==> config.mk <==
export PLATFORM = sky130hd
export DESIGN_NAME = dsip_serial_port
export DESIGN_NICKNAME = d
export VERILOG_FILES = /design/src/dsip_serial_port.v /design/src/dsip_code_decode.v
export VERILOG_INCLUDE_DIRS = /design/src
export SDC_FILE = /design/constraint.sdc
export NUM_CORES = 1
export LEC_CHECK = 0
export BUFFER_PORTS_ARGS = -buffer_cell sky130_fd_sc_hd__buf_2
export CORE_UTILIZATION = 49
export DETAILED_ROUTE_END_ITERATION = 10
export PLACE_DENSITY = 0.86
export SYNTH_ARGS = -nofsm -noshare
export SYNTH_HDL_FRONTEND = slang
export SYNTH_SLANG_ARGS = --single-unit
==> constraint.sdc <==
create_clock -name mclk -period 3 [get_ports mclk]
set_clock_uncertainty 0.2 [all_clocks]
set_input_delay 0.6 -clock mclk [delete_from_list [all_inputs] [get_ports mclk]]
set_output_delay 0.6 -clock mclk [all_outputs]
set_load 0.05 [all_outputs]
==> src/dsip_map.vh <==
// dsip_map.vh: constants for the converter serial input and readback port
// assumes inclusion by the port modules; definitions only
`ifndef DSIP_MAP_VH
`define DSIP_MAP_VH

// frame layout
`define DSIP_FRAME_BITS 24
`define DSIP_RW_BIT 23
`define DSIP_ADDR_HI 22
`define DSIP_ADDR_LO 20
`define DSIP_DATA_HI 19
`define DSIP_DATA_LO 0
`define DSIP_CODE_HI 19
`define DSIP_CODE_LO 4

// register address codes
`define DSIP_ADDR_NOP 3'h0
`define DSIP_ADDR_CODE 3'h1
`define DSIP_ADDR_CTRL 3'h2
`define DSIP_ADDR_CLEAR 3'h3
`define DSIP_ADDR_SWCTRL 3'h4

// control register field: serial output disable
`define DSIP_CTRL_OUTDIS_BIT 5

// reset values
`define DSIP_CODE_RST 16'h0000
`define DSIP_CTRL_RST 20'h00000
`define DSIP_CLEAR_RST 16'h0000
`define DSIP_SWCTRL_RST 20'h00000

// code decode split
`define DSIP_SEG_BITS 6
`define DSIP_LADDER_BITS 10

// link timing: fastest serial clock the host may run, in MHz
`define DSIP_SCLK_MAX_MHZ 35

`endif

==> src/dsip_serial_port.v <==
// dsip_serial_port.v: serial input, decode, register file and readback of the converter
// assumes frame select, serial clock, data and load arrive from pins, asynchronous to mclk
// assumes mclk is fast enough to see every serial clock phase (at least 2 cycles each)
`timescale 1ns/100ps
`include "dsip_map.vh"

// Behaviour
// - 24-bit frames, MSB first, shifted in
// - bit 23 read flag, 22:20 address, data
// - address 000 is no-operation
// - write flag addresses code, control, clear, software
// - read flag selects code, control, clearcode readback
// - frame starts on select falling edge
// - wrong edge count leaves registers unchanged
// - select rising latches word into register
// - load low with select high updates output
// - extra bits pass through to output
// - output driven on rising, sampled falling
// - select rising stops shifting, latches word
// - next 24 clocks shift read data out
// - output high impedance while select high
// - next read addressed while shifting previous
// - readback needs output enabled, default enabled
// - six MSBs to 63 segments, ten to ladder
// - load held low updates on select rising
module dsip_serial_port (
  // clock and reset
  input wire mclk,
  input wire resetn,
  // serial link pins
  input wire frameSelN,
  input wire serialClk,
  input wire serialInLine,
  output reg serialOutLine,
  output wire serialOutOe,
  // hardware control pins
  input wire outputLoadN,
  input wire chainMode,
  // register contents
  output reg [15:0] dacCode,
  output reg [15:0] codeWord,
  output reg [19:0] controlWord,
  output reg [15:0] clearcodeWord,
  output reg [19:0] swCtrlWord,
  output reg swCtrlStrobe,
  output reg frameError,
  // converter switch controls
  output wire [62:0] segmentSw,
  output wire [9:0] ladderSw
);

  // synchronisers: stage one feeds stage two only
  reg [1:0] frameSync1Q;
  reg frameSyncQ;
  reg sclkSync1Q;
  reg sclkSyncQ;
  reg sdinSync1Q;
  reg sdinSyncQ;
  reg loadSync1Q;
  reg loadSyncQ;
  reg chainSync1Q;
  reg chainSyncQ;
  reg frameDlyQ;
  reg sclkDlyQ;

  // frame state
  reg [23:0] shiftQ;
  reg [4:0] phaseQ;
  reg reachedQ;
  reg overQ;
  reg inFrameQ;
  reg loadSeenQ;

  // readback state
  reg readPendQ;
  reg [2:0] readAddrQ;

  wire frameFall;
  wire frameRise;
  wire sclkFall;
  wire sclkRise;
  wire frameValid;
  wire wordRead;
  wire [2:0] wordAddr;
  wire [19:0] wordData;
  wire outEnabled;
  reg [23:0] readWord;

  // two-flop synchronisers for each pin input, three flops for frame select
  always @(posedge mclk or negedge resetn) begin
    if (!resetn) begin
      frameSync1Q <= 2'h3;
      frameSyncQ <= 1'b1;
      sclkSync1Q <= 1'b0;
      sclkSyncQ <= 1'b0;
      sdinSync1Q <= 1'b0;
      sdinSyncQ <= 1'b0;
      loadSync1Q <= 1'b1;
      loadSyncQ <= 1'b1;
      chainSync1Q <= 1'b0;
      chainSyncQ <= 1'b0;
      frameDlyQ <= 1'b1;
      sclkDlyQ <= 1'b0;
    end else begin
      frameSync1Q <= {frameSync1Q[0], frameSelN};
      frameSyncQ <= frameSync1Q[1];
      sclkSync1Q <= serialClk;
      sclkSyncQ <= sclkSync1Q;
      sdinSync1Q <= serialInLine;
      sdinSyncQ <= sdinSync1Q;
      loadSync1Q <= outputLoadN;
      loadSyncQ <= loadSync1Q;
      chainSync1Q <= chainMode;
      chainSyncQ <= chainSync1Q;
      frameDlyQ <= frameSyncQ;
      sclkDlyQ <= sclkSyncQ;
    end
  end

  // edge detection on the synchronised link signals
  // frame start edge
  assign frameFall = frameDlyQ & ~frameSyncQ;
  assign frameRise = ~frameDlyQ & frameSyncQ;
  assign sclkFall = sclkDlyQ & ~sclkSyncQ;
  assign sclkRise = ~sclkDlyQ & sclkSyncQ;

  // latched word fields
  // field split
  assign wordRead = shiftQ[`DSIP_RW_BIT];
  assign wordAddr = shiftQ[`DSIP_ADDR_HI:`DSIP_ADDR_LO];
  assign wordData = shiftQ[`DSIP_DATA_HI:`DSIP_DATA_LO];

  assign frameValid = inFrameQ & reachedQ & (chainSyncQ ? (phaseQ == 5'h00) : ~overQ);

  assign outEnabled = ~controlWord[`DSIP_CTRL_OUTDIS_BIT];

  assign serialOutOe = ~frameSyncQ & outEnabled;

  // readback word for the addressed register
  // readable registers
  always @* begin
    readWord = 24'h000000;
    case (readAddrQ)
      `DSIP_ADDR_CODE: begin
        readWord = {1'b1, readAddrQ, codeWord, 4'h0};
      end
      `DSIP_ADDR_CTRL: begin
        readWord = {1'b1, readAddrQ, controlWord};
      end
      `DSIP_ADDR_CLEAR: begin
        readWord = {1'b1, readAddrQ, clearcodeWord, 4'h0};
      end
      default: begin
        readWord = 24'h000000;
      end
    endcase
  end

  // shift register, edge counter and serial output
  always @(posedge mclk or negedge resetn) begin
    if (!resetn) begin
      shiftQ <= 24'h000000;
      phaseQ <= 5'h00;
      reachedQ <= 1'b0;
      overQ <= 1'b0;
      inFrameQ <= 1'b0;
      serialOutLine <= 1'b0;
    end else if (frameFall) begin
      phaseQ <= 5'h00;
      reachedQ <= 1'b0;
      overQ <= 1'b0;
      inFrameQ <= 1'b1;
      if (readPendQ && outEnabled) begin
        shiftQ <= readWord;
        serialOutLine <= readWord[23];
      end else begin
        shiftQ <= 24'h000000;
        serialOutLine <= 1'b0;
      end
    end else if (frameRise) begin
      inFrameQ <= 1'b0;
    end else if (inFrameQ && !frameSyncQ) begin
      if (sclkFall) begin
        shiftQ <= {shiftQ[22:0], sdinSyncQ};
        if (phaseQ == 5'd23) begin
          phaseQ <= 5'h00;
          reachedQ <= 1'b1;
        end else begin
          phaseQ <= phaseQ + 5'h01;
        end
        if (reachedQ) begin
          overQ <= 1'b1;
        end
      end
      if (sclkRise) begin
        serialOutLine <= shiftQ[23];
      end
    end
  end

  // note whether load was held low at any point of the frame
  always @(posedge mclk or negedge resetn) begin
    if (!resetn) begin
      loadSeenQ <= 1'b0;
    end else if (frameFall) begin
      loadSeenQ <= ~loadSyncQ;
    end else if (inFrameQ && !loadSyncQ) begin
      loadSeenQ <= 1'b1;
    end
  end

  // register writes and readback arming on frame end
  always @(posedge mclk or negedge resetn) begin
    if (!resetn) begin
      codeWord <= `DSIP_CODE_RST;
      controlWord <= `DSIP_CTRL_RST;
      clearcodeWord <= `DSIP_CLEAR_RST;
      swCtrlWord <= `DSIP_SWCTRL_RST;
      swCtrlStrobe <= 1'b0;
      frameError <= 1'b0;
      readPendQ <= 1'b0;
      readAddrQ <= `DSIP_ADDR_NOP;
    end else begin
      swCtrlStrobe <= 1'b0;
      frameError <= 1'b0;
      if (frameFall) begin
        // pending read data has now been loaded for shifting, or dropped if serial output is disabled
        readPendQ <= 1'b0;
      end
      if (frameRise && inFrameQ) begin
        if (!frameValid) begin
          frameError <= 1'b1;
        end else if (wordAddr == `DSIP_ADDR_NOP) begin
          readPendQ <= 1'b0;
        end else if (wordRead) begin
          readPendQ <= 1'b1;
          readAddrQ <= wordAddr;
        end else begin
          case (wordAddr)
            `DSIP_ADDR_CODE: begin
              codeWord <= wordData[`DSIP_CODE_HI:`DSIP_CODE_LO];
            end
            `DSIP_ADDR_CTRL: begin
              controlWord <= wordData;
            end
            `DSIP_ADDR_CLEAR: begin
              clearcodeWord <= wordData[`DSIP_CODE_HI:`DSIP_CODE_LO];
            end
            `DSIP_ADDR_SWCTRL: begin
              swCtrlWord <= wordData;
              swCtrlStrobe <= 1'b1;
            end
            default: begin
              swCtrlStrobe <= 1'b0;
            end
          endcase
        end
      end
    end
  end

  // output code register update
  always @(posedge mclk or negedge resetn) begin
    if (!resetn) begin
      dacCode <= `DSIP_CODE_RST;
    end else if (frameRise && inFrameQ && frameValid && loadSeenQ && !wordRead
                 && wordAddr == `DSIP_ADDR_CODE) begin
      dacCode <= wordData[`DSIP_CODE_HI:`DSIP_CODE_LO];
    end else if (frameSyncQ && !inFrameQ && !loadSyncQ) begin
      dacCode <= codeWord;
    end
  end

  dsip_code_decode #(
    .SEG_BITS(`DSIP_SEG_BITS),
    .LADDER_BITS(`DSIP_LADDER_BITS)
  ) uDecode (
    .mclk(mclk),
    .resetn(resetn),
    .codeIn(dacCode),
    .segmentSw(segmentSw),
    .ladderSw(ladderSw)
  );

endmodule

==> src/dsip_code_decode.v <==
// dsip_code_decode.v: splits the 16-bit code into segment and ladder switch controls
// assumes a code that is stable or registered in the mclk domain
`timescale 1ns/100ps
`include "dsip_map.vh"

module dsip_code_decode #(
  parameter SEG_BITS = `DSIP_SEG_BITS,
  parameter LADDER_BITS = `DSIP_LADDER_BITS
) (
  // clock and reset
  input wire mclk,
  input wire resetn,
  // code in
  input wire [SEG_BITS+LADDER_BITS-1:0] codeIn,
  // switch controls out
  output reg [(1<<SEG_BITS)-2:0] segmentSw,
  output reg [LADDER_BITS-1:0] ladderSw
);

  localparam NSEG = (1 << SEG_BITS) - 1;

  wire [SEG_BITS-1:0] segCode;
  wire [NSEG-1:0] segDecode;

  assign segCode = codeIn[SEG_BITS+LADDER_BITS-1:LADDER_BITS];

  // thermometer decode: switch i closes when upper code exceeds i
  genvar i;
  generate
    for (i = 0; i < NSEG; i = i + 1) begin : gSeg
      // switch index at code width, so the compare stays the same size on both sides
      localparam [SEG_BITS-1:0] SEG_IDX = i;
      assign segDecode[i] = (segCode > SEG_IDX);
    end
  endgenerate

  // registered switch controls
  always @(posedge mclk or negedge resetn) begin
    if (!resetn) begin
      segmentSw <= {NSEG{1'b0}};
      ladderSw <= {LADDER_BITS{1'b0}};
    end else begin
      segmentSw <= segDecode;
      ladderSw <= codeIn[LADDER_BITS-1:0];
    end
  end

endmodule

Word-level counts from Yosys, hierarchy flattened
Index checks and enable logic that the tools add are counted. W data, S select, Z words.

Input port bits: 7. Output and inout bits: 165. Logic and storage cells: 197. Register bits: 214.

Equal/unequal tests: 9. Multiplexer cells: 45. Reductions and logical operators: 33. Magnitude comparators: 63. Bitwise gates (word level): 16. Add/subtract/negate cells: 1.

Operators with widths (count): $gt A6 B6 Y1 const B (31); $mux W24 (5); $gt A6 B5 Y1 const B (16); $pmux W24 S3 (1); $gt A6 B4 Y1 const B (8); $mux W1 (32); $mux W16 (2); $mux W5 (5); $gt A6 B3 Y1 const B (4); $reduce_and A5 Y1 (4); $reduce_bool A2 Y1 (8); $eq A3 B2 Y1 const B (4); $gt A6 B1 Y1 const B (2); $gt A6 B2 Y1 const B (2); $reduce_and A4 Y1 (3); $logic_and A1 B1 Y1 (10); $not A1 Y1 (9); $and A1 B1 Y1 (7); $eq A3 B1 Y1 const B (2); $reduce_and A3 Y1 (2); $add A5 B1 Y5 const B (1); $eq A5 B5 Y1 const B (1); $logic_not A5 Y1 (1); $logic_not A1 Y1 (4); 3 further kinds (3).

Longest topological paths before layout
Gate-level depths: netlist of run 1.

Depth after elaboration: 8. Depth in mapped cells: 8. Depth with buffers taken out: 6.

Cells and area by module
From an unflattened synthesis of run 1, not the netlist that was laid out.

Cells, all modules: 636. Area total of the unflattened synthesis: 8479.4 µm².

Modules (own cells, without submodules): dsip_serial_port (area each 6044.5 µm², instances 1, cells an instance 456, sequential area each 3535.9 µm²); dsip_code_decode (area each 2434.8 µm², instances 1, cells an instance 180, sequential area each 1826.8 µm²).

Least setup slack after synthesis of run 1
OpenSTA, ideal clock, no wires.

Path type: register to register. Start point: register frameSyncQ. End point: register dacCode[0]. Required time: 2675 ps. Cell stages (with the launch flop): 8. Library setup time: 125 ps. Period minus slack after synthesis: 2848 ps. Data arrival time: 2524 ps. Slack: 152 ps. Path through: dfstp_2 ha_1 clkbuf_1 or4bb_1 a2111oi_2 nand3b_1 clkbuf_1 mux2_2.

Word-level cells in the longest chain between the ends: 7. Elaborated cells on any way between the ends: 10.

Ends and longest elaborated chain: start: declaration (RTL line dsip_serial_port.v:54) `reg frameSyncQ;`; start signal: assignment (RTL line dsip_serial_port.v:106) `frameSyncQ <= frameSync1Q[1];`; $and A1 B1 Y1 (RTL line dsip_serial_port.v:123) `assign frameRise = ~frameDlyQ & frameSyncQ;`; $logic_and A1 B1 Y1 (4 in series) (RTL line dsip_serial_port.v:266) `end else if (frameRise && inFrameQ && frameValid && loadSeenQ && !wordRead`; $logic_and A1 B1 Y1 (no source line); $mux W16 / $reduce_bool A2 Y1 (equally long branches); end signal: assignment (RTL line dsip_serial_port.v:265) `` dacCode <= `DSIP_CODE_RST; ``; end signal: assignment (RTL line dsip_serial_port.v:268) `` dacCode <= wordData[`DSIP_CODE_HI:`DSIP_CODE_LO]; ``; end signal: assignment (RTL line dsip_serial_port.v:270) `dacCode <= codeWord;`; end: declaration (RTL line dsip_serial_port.v:40) `output reg [15:0] dacCode,`.

Parallel ways exist; a longest one is shown, timed or not. A chain may end at the register's enable or synchronous reset.

Final worst setup path of run 1
Start point: register phaseQ[0]. End point: register controlWord[2].

Word-level cells in the longest chain between the ends: 4.

Ends and longest elaborated chain: start: declaration (RTL line dsip_serial_port.v:68) `reg [4:0] phaseQ;`; start signal: assignment (RTL line dsip_serial_port.v:189) `phaseQ <= phaseQ + 5'h01;`; $logic_not A5 Y1 (RTL line dsip_serial_port.v:133) `assign frameValid = inFrameQ & reachedQ & (chainSyncQ ? (phaseQ == 5'h00) : ~overQ);`; $mux W1 (RTL line dsip_serial_port.v:133); $and A1 B1 Y1 (RTL line dsip_serial_port.v:133); $reduce_and A5 Y1 (no source line); end signal: assignment (RTL line dsip_serial_port.v:216) `` controlWord <= `DSIP_CTRL_RST; ``; end signal: assignment (RTL line dsip_serial_port.v:244) `controlWord <= wordData;`; end: declaration (RTL line dsip_serial_port.v:42) `output reg [19:0] controlWord,`.

Every way passes these cells.

==> impl_metrics.toml, run 1 <==
[yosys]
synth-simple-area-share = 0.0758
ys_ff_latch = 214
synth.avg_cell_area_um2 = 13.6
synth_area_mm2 = 0.00858
yosys.area_share.adder = 0.00583
synth_ff_type = "dfrtp_1"
synth_top_family_by_area = "multiplexers"
yosysWarnings = 0
synth_compound_area_frac = 0.0946
ys_types = 53
synth_fp_nets = 643
synth_mux_area_frac = 0.170
syn_inst = 632
synth_enable_flop_cells = 0
ys_async_sr_fraction = 1.00
ys_seq_area_frac = 0.625
synth_xor_area_frac = 0.00204

[die]
io_pins = 172
dieArea_mm2 = 0.0180
die_h_um = 134
die_w_um = 134
rows = 48
initial_core_util = 0.500
coreArea_mm2 = 0.0172

[setup_path]
r2r_cells = 7
crit_fanout = 11
reg2reg_from = "phaseQ[0]$_DFFE_PN0P_"
rrSetupSlack_ps = 130
end_kind = "flop"
rr_endpoint = "controlWord[2]$_DFFE_PN0P_"
worstPathArrival_ps = 3050
critPathLaunchType = "flop"
crit_required_ps = 3170
worst-setup-path-type = "reg2reg"

[power]
swShare = 0.229
pwr-share-comb = 0.051
p_sw_uw = 1490
p_clk_frac = 0.460
irDropWorstVdd_mv = 0.536
leakage_uw = 0.00583
seqPwrFrac = 0.489
internal-power_uw = 5040
powerDensity_mw_per_mm2 = 615

[worst_hold_path]
hp-class = "in2reg"
hold_path.startpoint = "chainMode"
min_path_cells = 1
hold-path-endpoint = "chainSync1Q$_DFF_PN0_"

[sta]
worst_pin_slew_ps = 1220
fin_tns_setup_ps = 0
fin_crit_ps = 2870
rsz0062_at_grt = "false"
maxSlewHeadroom = 0.184
finalHoldViolCount = 0
finalCritPeriodShare = 0.957
finalSetupViolations = 0
max_freq_mhz = 348
slew_violations = 0

[finish]
fin_util = 0.619
area_growth_pct = 24.0
layout.nets = 829
drive_above_1_share = 0.440
design_area_mm2 = 0.0106
layout_commonest_cell = "dfrtp_1"
diodes = 0
most-common-layout-cells = "dfrtp_1 (208), buf_2 (170), mux2_2 (94), nor2_1 (67), nand2_1 (29)"

[clock_network]
numCtsBuffers = 23
cts_tree = "built"
root_buffer = "clkbuf_16"
clkSlewWorstSetupHoldPaths_ps = 60
clk_latency_ps = 500
cts_sinks = 214
cts.htree.levels = 1
post_cts_resized = 0
cts_buffer_depth = 3

[drt]
routedWlPerCell_um = 19.2
antenna_left = 0
via_per_inst = 5.53
drt-initial-drc-count = 314
first_pass_iters = 5
drc = 0
drt-total-wl_um = 20400
vias = 5858

[global_routing]
grt_overflow = 0
grt_pass1_vias = 5731
grt_usage = 0.225
grt_pass1_wl_um = 31800
grt_max_degree = 66
antenna_found_initial = 0

[placed_design]
dp_hpwl_um = 13300
placed_area_mm2 = 0.00976
portBuffers = 171
gp_congestion = 0.857

[status]
outcome = "complete, no violations"

[job]
maxCapViolCount = 0
[layout make-up]
cell class | instances | area (um^2)
clock inverters | 6 | 136
well taps | 225 | 282
multi-input cells | 366 | 3010
clock buffers | 35 | 681
inverters | 14 | 52.6
flip-flops and latches | 214 | 5360
fillers | 1297 | 6540
repair buffers | 199 | 1110
[synthesized netlist by cell type, types with 5 or more instances]
library cell	number	area share
nand2_1	29	0.013
o21ai_0	13	0.0076
a21boi_0	7	0.0061
a221oi_1	21	0.021
o21bai_1	7	0.0061
inv_1	14	0.0061
a21oi_1	14	0.0082
nor3_1	6	0.0035
dfrtp_1	208	0.61
mux2_2	94	0.12
dfstp_2	6	0.018
clkbuf_1	33	0.014
nor2_1	67	0.029
a22o_1	15	0.015
o21a_1	5	0.0044
mux2_4	26	0.045
[power by group through the flow]
stage                     Clock (uW)  Combinational (uW)  Sequential [uW]
after global placement             0                 319             3240
final                           3010                 334             3200
after detailed placement           0                 330             3250
after global routing            3180                 387             3220
after floorplan                    0                 233             3160
after CTS                       3060                 338             3200
[cells by family after synthesis]
group           after synthesis
simple gates                133
fa+ha+maj                     4
buf+inv                      53
flops                       214
mux                         121
xor+xnor                      2
compound gates              105
[layer usage]
metal / track usage / wire, um / vias up
li1: - / - / 2608
met1: 0.296 / 8390 / 2943
met2: 0.372 / 9930 / 253
met3: 0.0454 / 1390 / 54
met4: 0.0811 / 647 / 0
met5: 0 / 0 / -
[sequential cells by signal (all words and copies together) (netlist names), 2 cells and up]
signal,cells
clearcodeWord,16
codeWord,16
controlWord,20
dacCode,16
frameSync1Q,2
phaseQ,5
readAddrQ,3
shiftQ,24
swCtrlWord,20
uDecode.ladderSw,10
uDecode.segmentSw,63
[worst max-delay path by stage]
stage                     startpoint                          end  slack (ps)  cells after the start
2_1_floorplan   frameSyncQ$_DFF_PN1_       dacCode[0]$_DFFE_PN0P_         150                      7
5_1_grt        phaseQ[0]$_DFFE_PN0P_   controlWord[2]$_DFFE_PN0P_          20                      7
3_3_place_gp   phaseQ[0]$_DFFE_PN0P_  controlWord[11]$_DFFE_PN0P_         190                      7
6_report       phaseQ[0]$_DFFE_PN0P_   controlWord[2]$_DFFE_PN0P_         130                      7
3_5_place_dp   phaseQ[0]$_DFFE_PN0P_   controlWord[6]$_DFFE_PN0P_          90                      7
4_1_cts        phaseQ[0]$_DFFE_PN0P_   controlWord[6]$_DFFE_PN0P_          90                      7
[through the flow]
step	total power [uW]	worst slack [ps]	std cells	hold slack (ps)
floorplan	3400	152	632	104
detailed placement	3580	91.5	1012	136
global placement	3560	191	1012	132
finish	6540	128	1059	17.6
CTS	6590	89.2	1058	3.37
global route	6790	22.9	1059	5.41
[critical path, cell delays in order (launching register included)]
cell and delay (ps):
dfrtp_1 420, inv_1 70, ha_1 130, or4b_4 500
a2111oi_4 360, buf_4 250, nand4b_2 410, mux2_2 420
[repair_timing]
action	in CTS	in global routing
buffers inserted	0	0
hold endpoints to repair	66	0
hold buffers	5	0
setup endpoints to repair	0	20
No activity file was read; power rests on OpenSTA's default activity.
==> run 2, diff against run 1 <==
- RECOVER_POWER: unset -> 25
- SETUP_SLACK_MARGIN: unset -> 0.3
- SYNTH_HIERARCHICAL: unset -> 1
==> run 2 against run 1 <==
  * Combinational power increased by 13%
  * Critical path depth unchanged
  * Via count increased by 2.4%
==> impl_metrics.toml, run 2 <==
[status]
outcome = "complete, no violations"

[global_routing]
antenna_found_initial = 0
grt_pass1_vias = 6003
grt_usage = 0.232
grt_pass1_wl_um = 32500
grt_max_degree = 66
grt_overflow = 0

[yosys]
syn_inst = 636
synth_fp_nets = 647
synth_common_cells = "dfrtp_1 (208), mux2_2 (87), nor2_1 (46)"
synth_area_leaders = "dfrtp_1 (61%), mux2_2 (12%), a21oi_1 (2.2%)"
ys_types = 62
ys_ff_latch = 214
synth.avg_cell_area_um2 = 13.3
yosysTopAreaCell = "dfrtp_1"
ys_seq_area_frac = 0.632
yosysMostFrequentCell = "dfrtp_1"
synth_enable_flop_cells = 0
synth_top_area_frac = 0.614
ys_async_sr_fraction = 1.00
yosysWarnings = 6
synth_area_mm2 = 0.00848
synth_ff_type = "dfrtp_1"

[drt]
drt-total-wl_um = 20500
antenna_left = 0
first_pass_iters = 5
drt-initial-drc-count = 435
via_per_inst = 5.67
drc = 0
routedWlPerCell_um = 19.4
vias = 5997

[finish]
most-common-layout-cells = "dfrtp_1 (208), buf_2 (170), mux2_2 (87), nor2_1 (46), a21oi_1 (36)"
multiInputGateArea_mm2 = 0.00284
drive_above_1_share = 0.406
fin_util = 0.624
layout.nets = 832
regArea_mm2 = 0.00536
layout_commonest_cell = "dfrtp_1"
largestRegisters = "uDecode/segmentSw x63, shiftQ x24"
diodes = 0
num-fill-cells = 1238
area_growth_pct = 23.4
largest_register_ffs = 63
regMostFlops = "uDecode/segmentSw"
design_area_mm2 = 0.0105

[setup_path]
crit_fanout = 14
r2r_cells = 7
worst-setup-path-type = "reg2reg"
reg2reg_from = "phaseQ[0]$_DFFE_PN0P_"
worstSetupStartpoint = "phaseQ[0]$_DFFE_PN0P_"
rr_endpoint = "controlWord[1]$_DFFE_PN0P_"
worstPathArrival_ps = 2810
crit_required_ps = 3180
end_kind = "flop"
critPathLaunchType = "flop"
rrSetupSlack_ps = 370

[die]
coreArea_mm2 = 0.0168
rows = 47
io_pins = 172
die_w_um = 134
initial_core_util = 0.506
die_h_um = 134
dieArea_mm2 = 0.0178

[placed_design]
gp_congestion = 0.876
dp_hpwl_um = 13400
placed_area_mm2 = 0.00962
portBuffers = 171

[sta]
slew_violations = 0
fin_tns_setup_ps = 0
max_freq_mhz = 381
finalCritPeriodShare = 0.876
rsz0062_at_grt = "false"
maxSlewHeadroom = 0.392
fin_crit_ps = 2630
finalHoldViolCount = 0
worst_pin_slew_ps = 912
finalSetupViolations = 0

[worst_hold_path]
hp-class = "reg2reg"
hold-path-endpoint = "chainSyncQ$_DFF_PN0_"
hold_path.startpoint = "chainSync1Q$_DFF_PN0_"
min_path_cells = 0

[clock_network]
cts_sinks = 214
clkSlewWorstSetupHoldPaths_ps = 60
root_buffer = "clkbuf_16"
cts_tree = "built"
cts.htree.levels = 1
numCtsBuffers = 23
cts_buffer_depth = 3
clk_latency_ps = 500

[job]
maxCapViolCount = 0

[power]
leakage_uw = 0.00567
p_total_uw = 6360
irDropWorstVdd_mv = 0.478
powerDensity_mw_per_mm2 = 608
## run 2: cell count changes in the layout (fill, tap and decap cells not counted), moves of 16 or more
| cell | delta |
|---|---|
| a21oi_1 | +23 |
| a22oi_1 | +21 |
| nor2_1 | -21 |
| a221o_1 | +16 |
| mux2_4 | -25 |
| a221oi_1 | -21 |
## run 2: through the flow
stage	setup WS [ps]	hold WS [ps]	instances
after floorplan	469	104	636
after global placement	182	132	1008
after detailed placement	81.8	137	1008
after CTS	343	150	1058
after global routing	296	155	1058
final	373	148	1058
## run 2: layout make-up
cell class	instances	share of cell area
inverter	14	0.00502
multi-input combinational	362	0.272
clock inverter	9	0.00742
sequential	214	0.513
clock buffer	33	0.0653
tap	220	0.0263
timing repair buffer	206	0.112
## run 2: report_power, final
part	switching [uW]	internal, uW	leakage [uW]
Combinational	218	160	0.00241
Clock	1100	1670	0.000384
Sequential	203	3000	0.00288
## run 2: metal layers
| layer | global-route usage | part of all wire | up-vias | wire (um) |
|---|---|---|---|---|
| met5 | 0 | 0 | - | 0 |
| met4 | 0.0953 | 0.029 | 0 | 593 |
| met3 | 0.0430 | 0.065 | 44 | 1340 |
| met2 | 0.375 | 0.49 | 265 | 10100 |
| met1 | 0.310 | 0.41 | 3028 | 8500 |
| li1 | - | - | 2660 | - |
## run 2: cells by family (layout without fill, tap and decap cells)
kind of cell	Yosys count	count (layout)	synth area share
buf+inv	60	262	0.0356
simple gates	125	125	0.0813
flops	214	214	0.632
fa+ha+maj	4	4	0.00590
mux	91	91	0.121
compound gates	142	142	0.124
## run 2: repair_timing
action                                  in CTS  in global routing
buffers inserted                             2                  0
hold buffers                                 6                  0
endpoints found under the hold margin       66                  0
resized for setup                            2                  4
endpoints found under the setup margin      78                 50
pin swaps                                    1                  0
## run 2: how the worst max path moves through the flow
stage | to | slack (ps)
2_1_floorplan | shiftQ[14]$_DFFE_PN0P_ | 470
3_3_place_gp | dacCode[12]$_DFFE_PN0P_ | 180
3_5_place_dp | dacCode[12]$_DFFE_PN0P_ | 80
4_1_cts | controlWord[16]$_DFFE_PN0P_ | 340
5_1_grt | controlWord[2]$_DFFE_PN0P_ | 300
6_report | controlWord[1]$_DFFE_PN0P_ | 370
## run 2: worst max-delay path, stage by stage (launching register included)
cell and delay (ps):
dfrtp_1 400, inv_1 90, ha_1 140, or4b_4 490, a211oi_2 360, and3b_1 260
buf_6 210, mux2_2 350
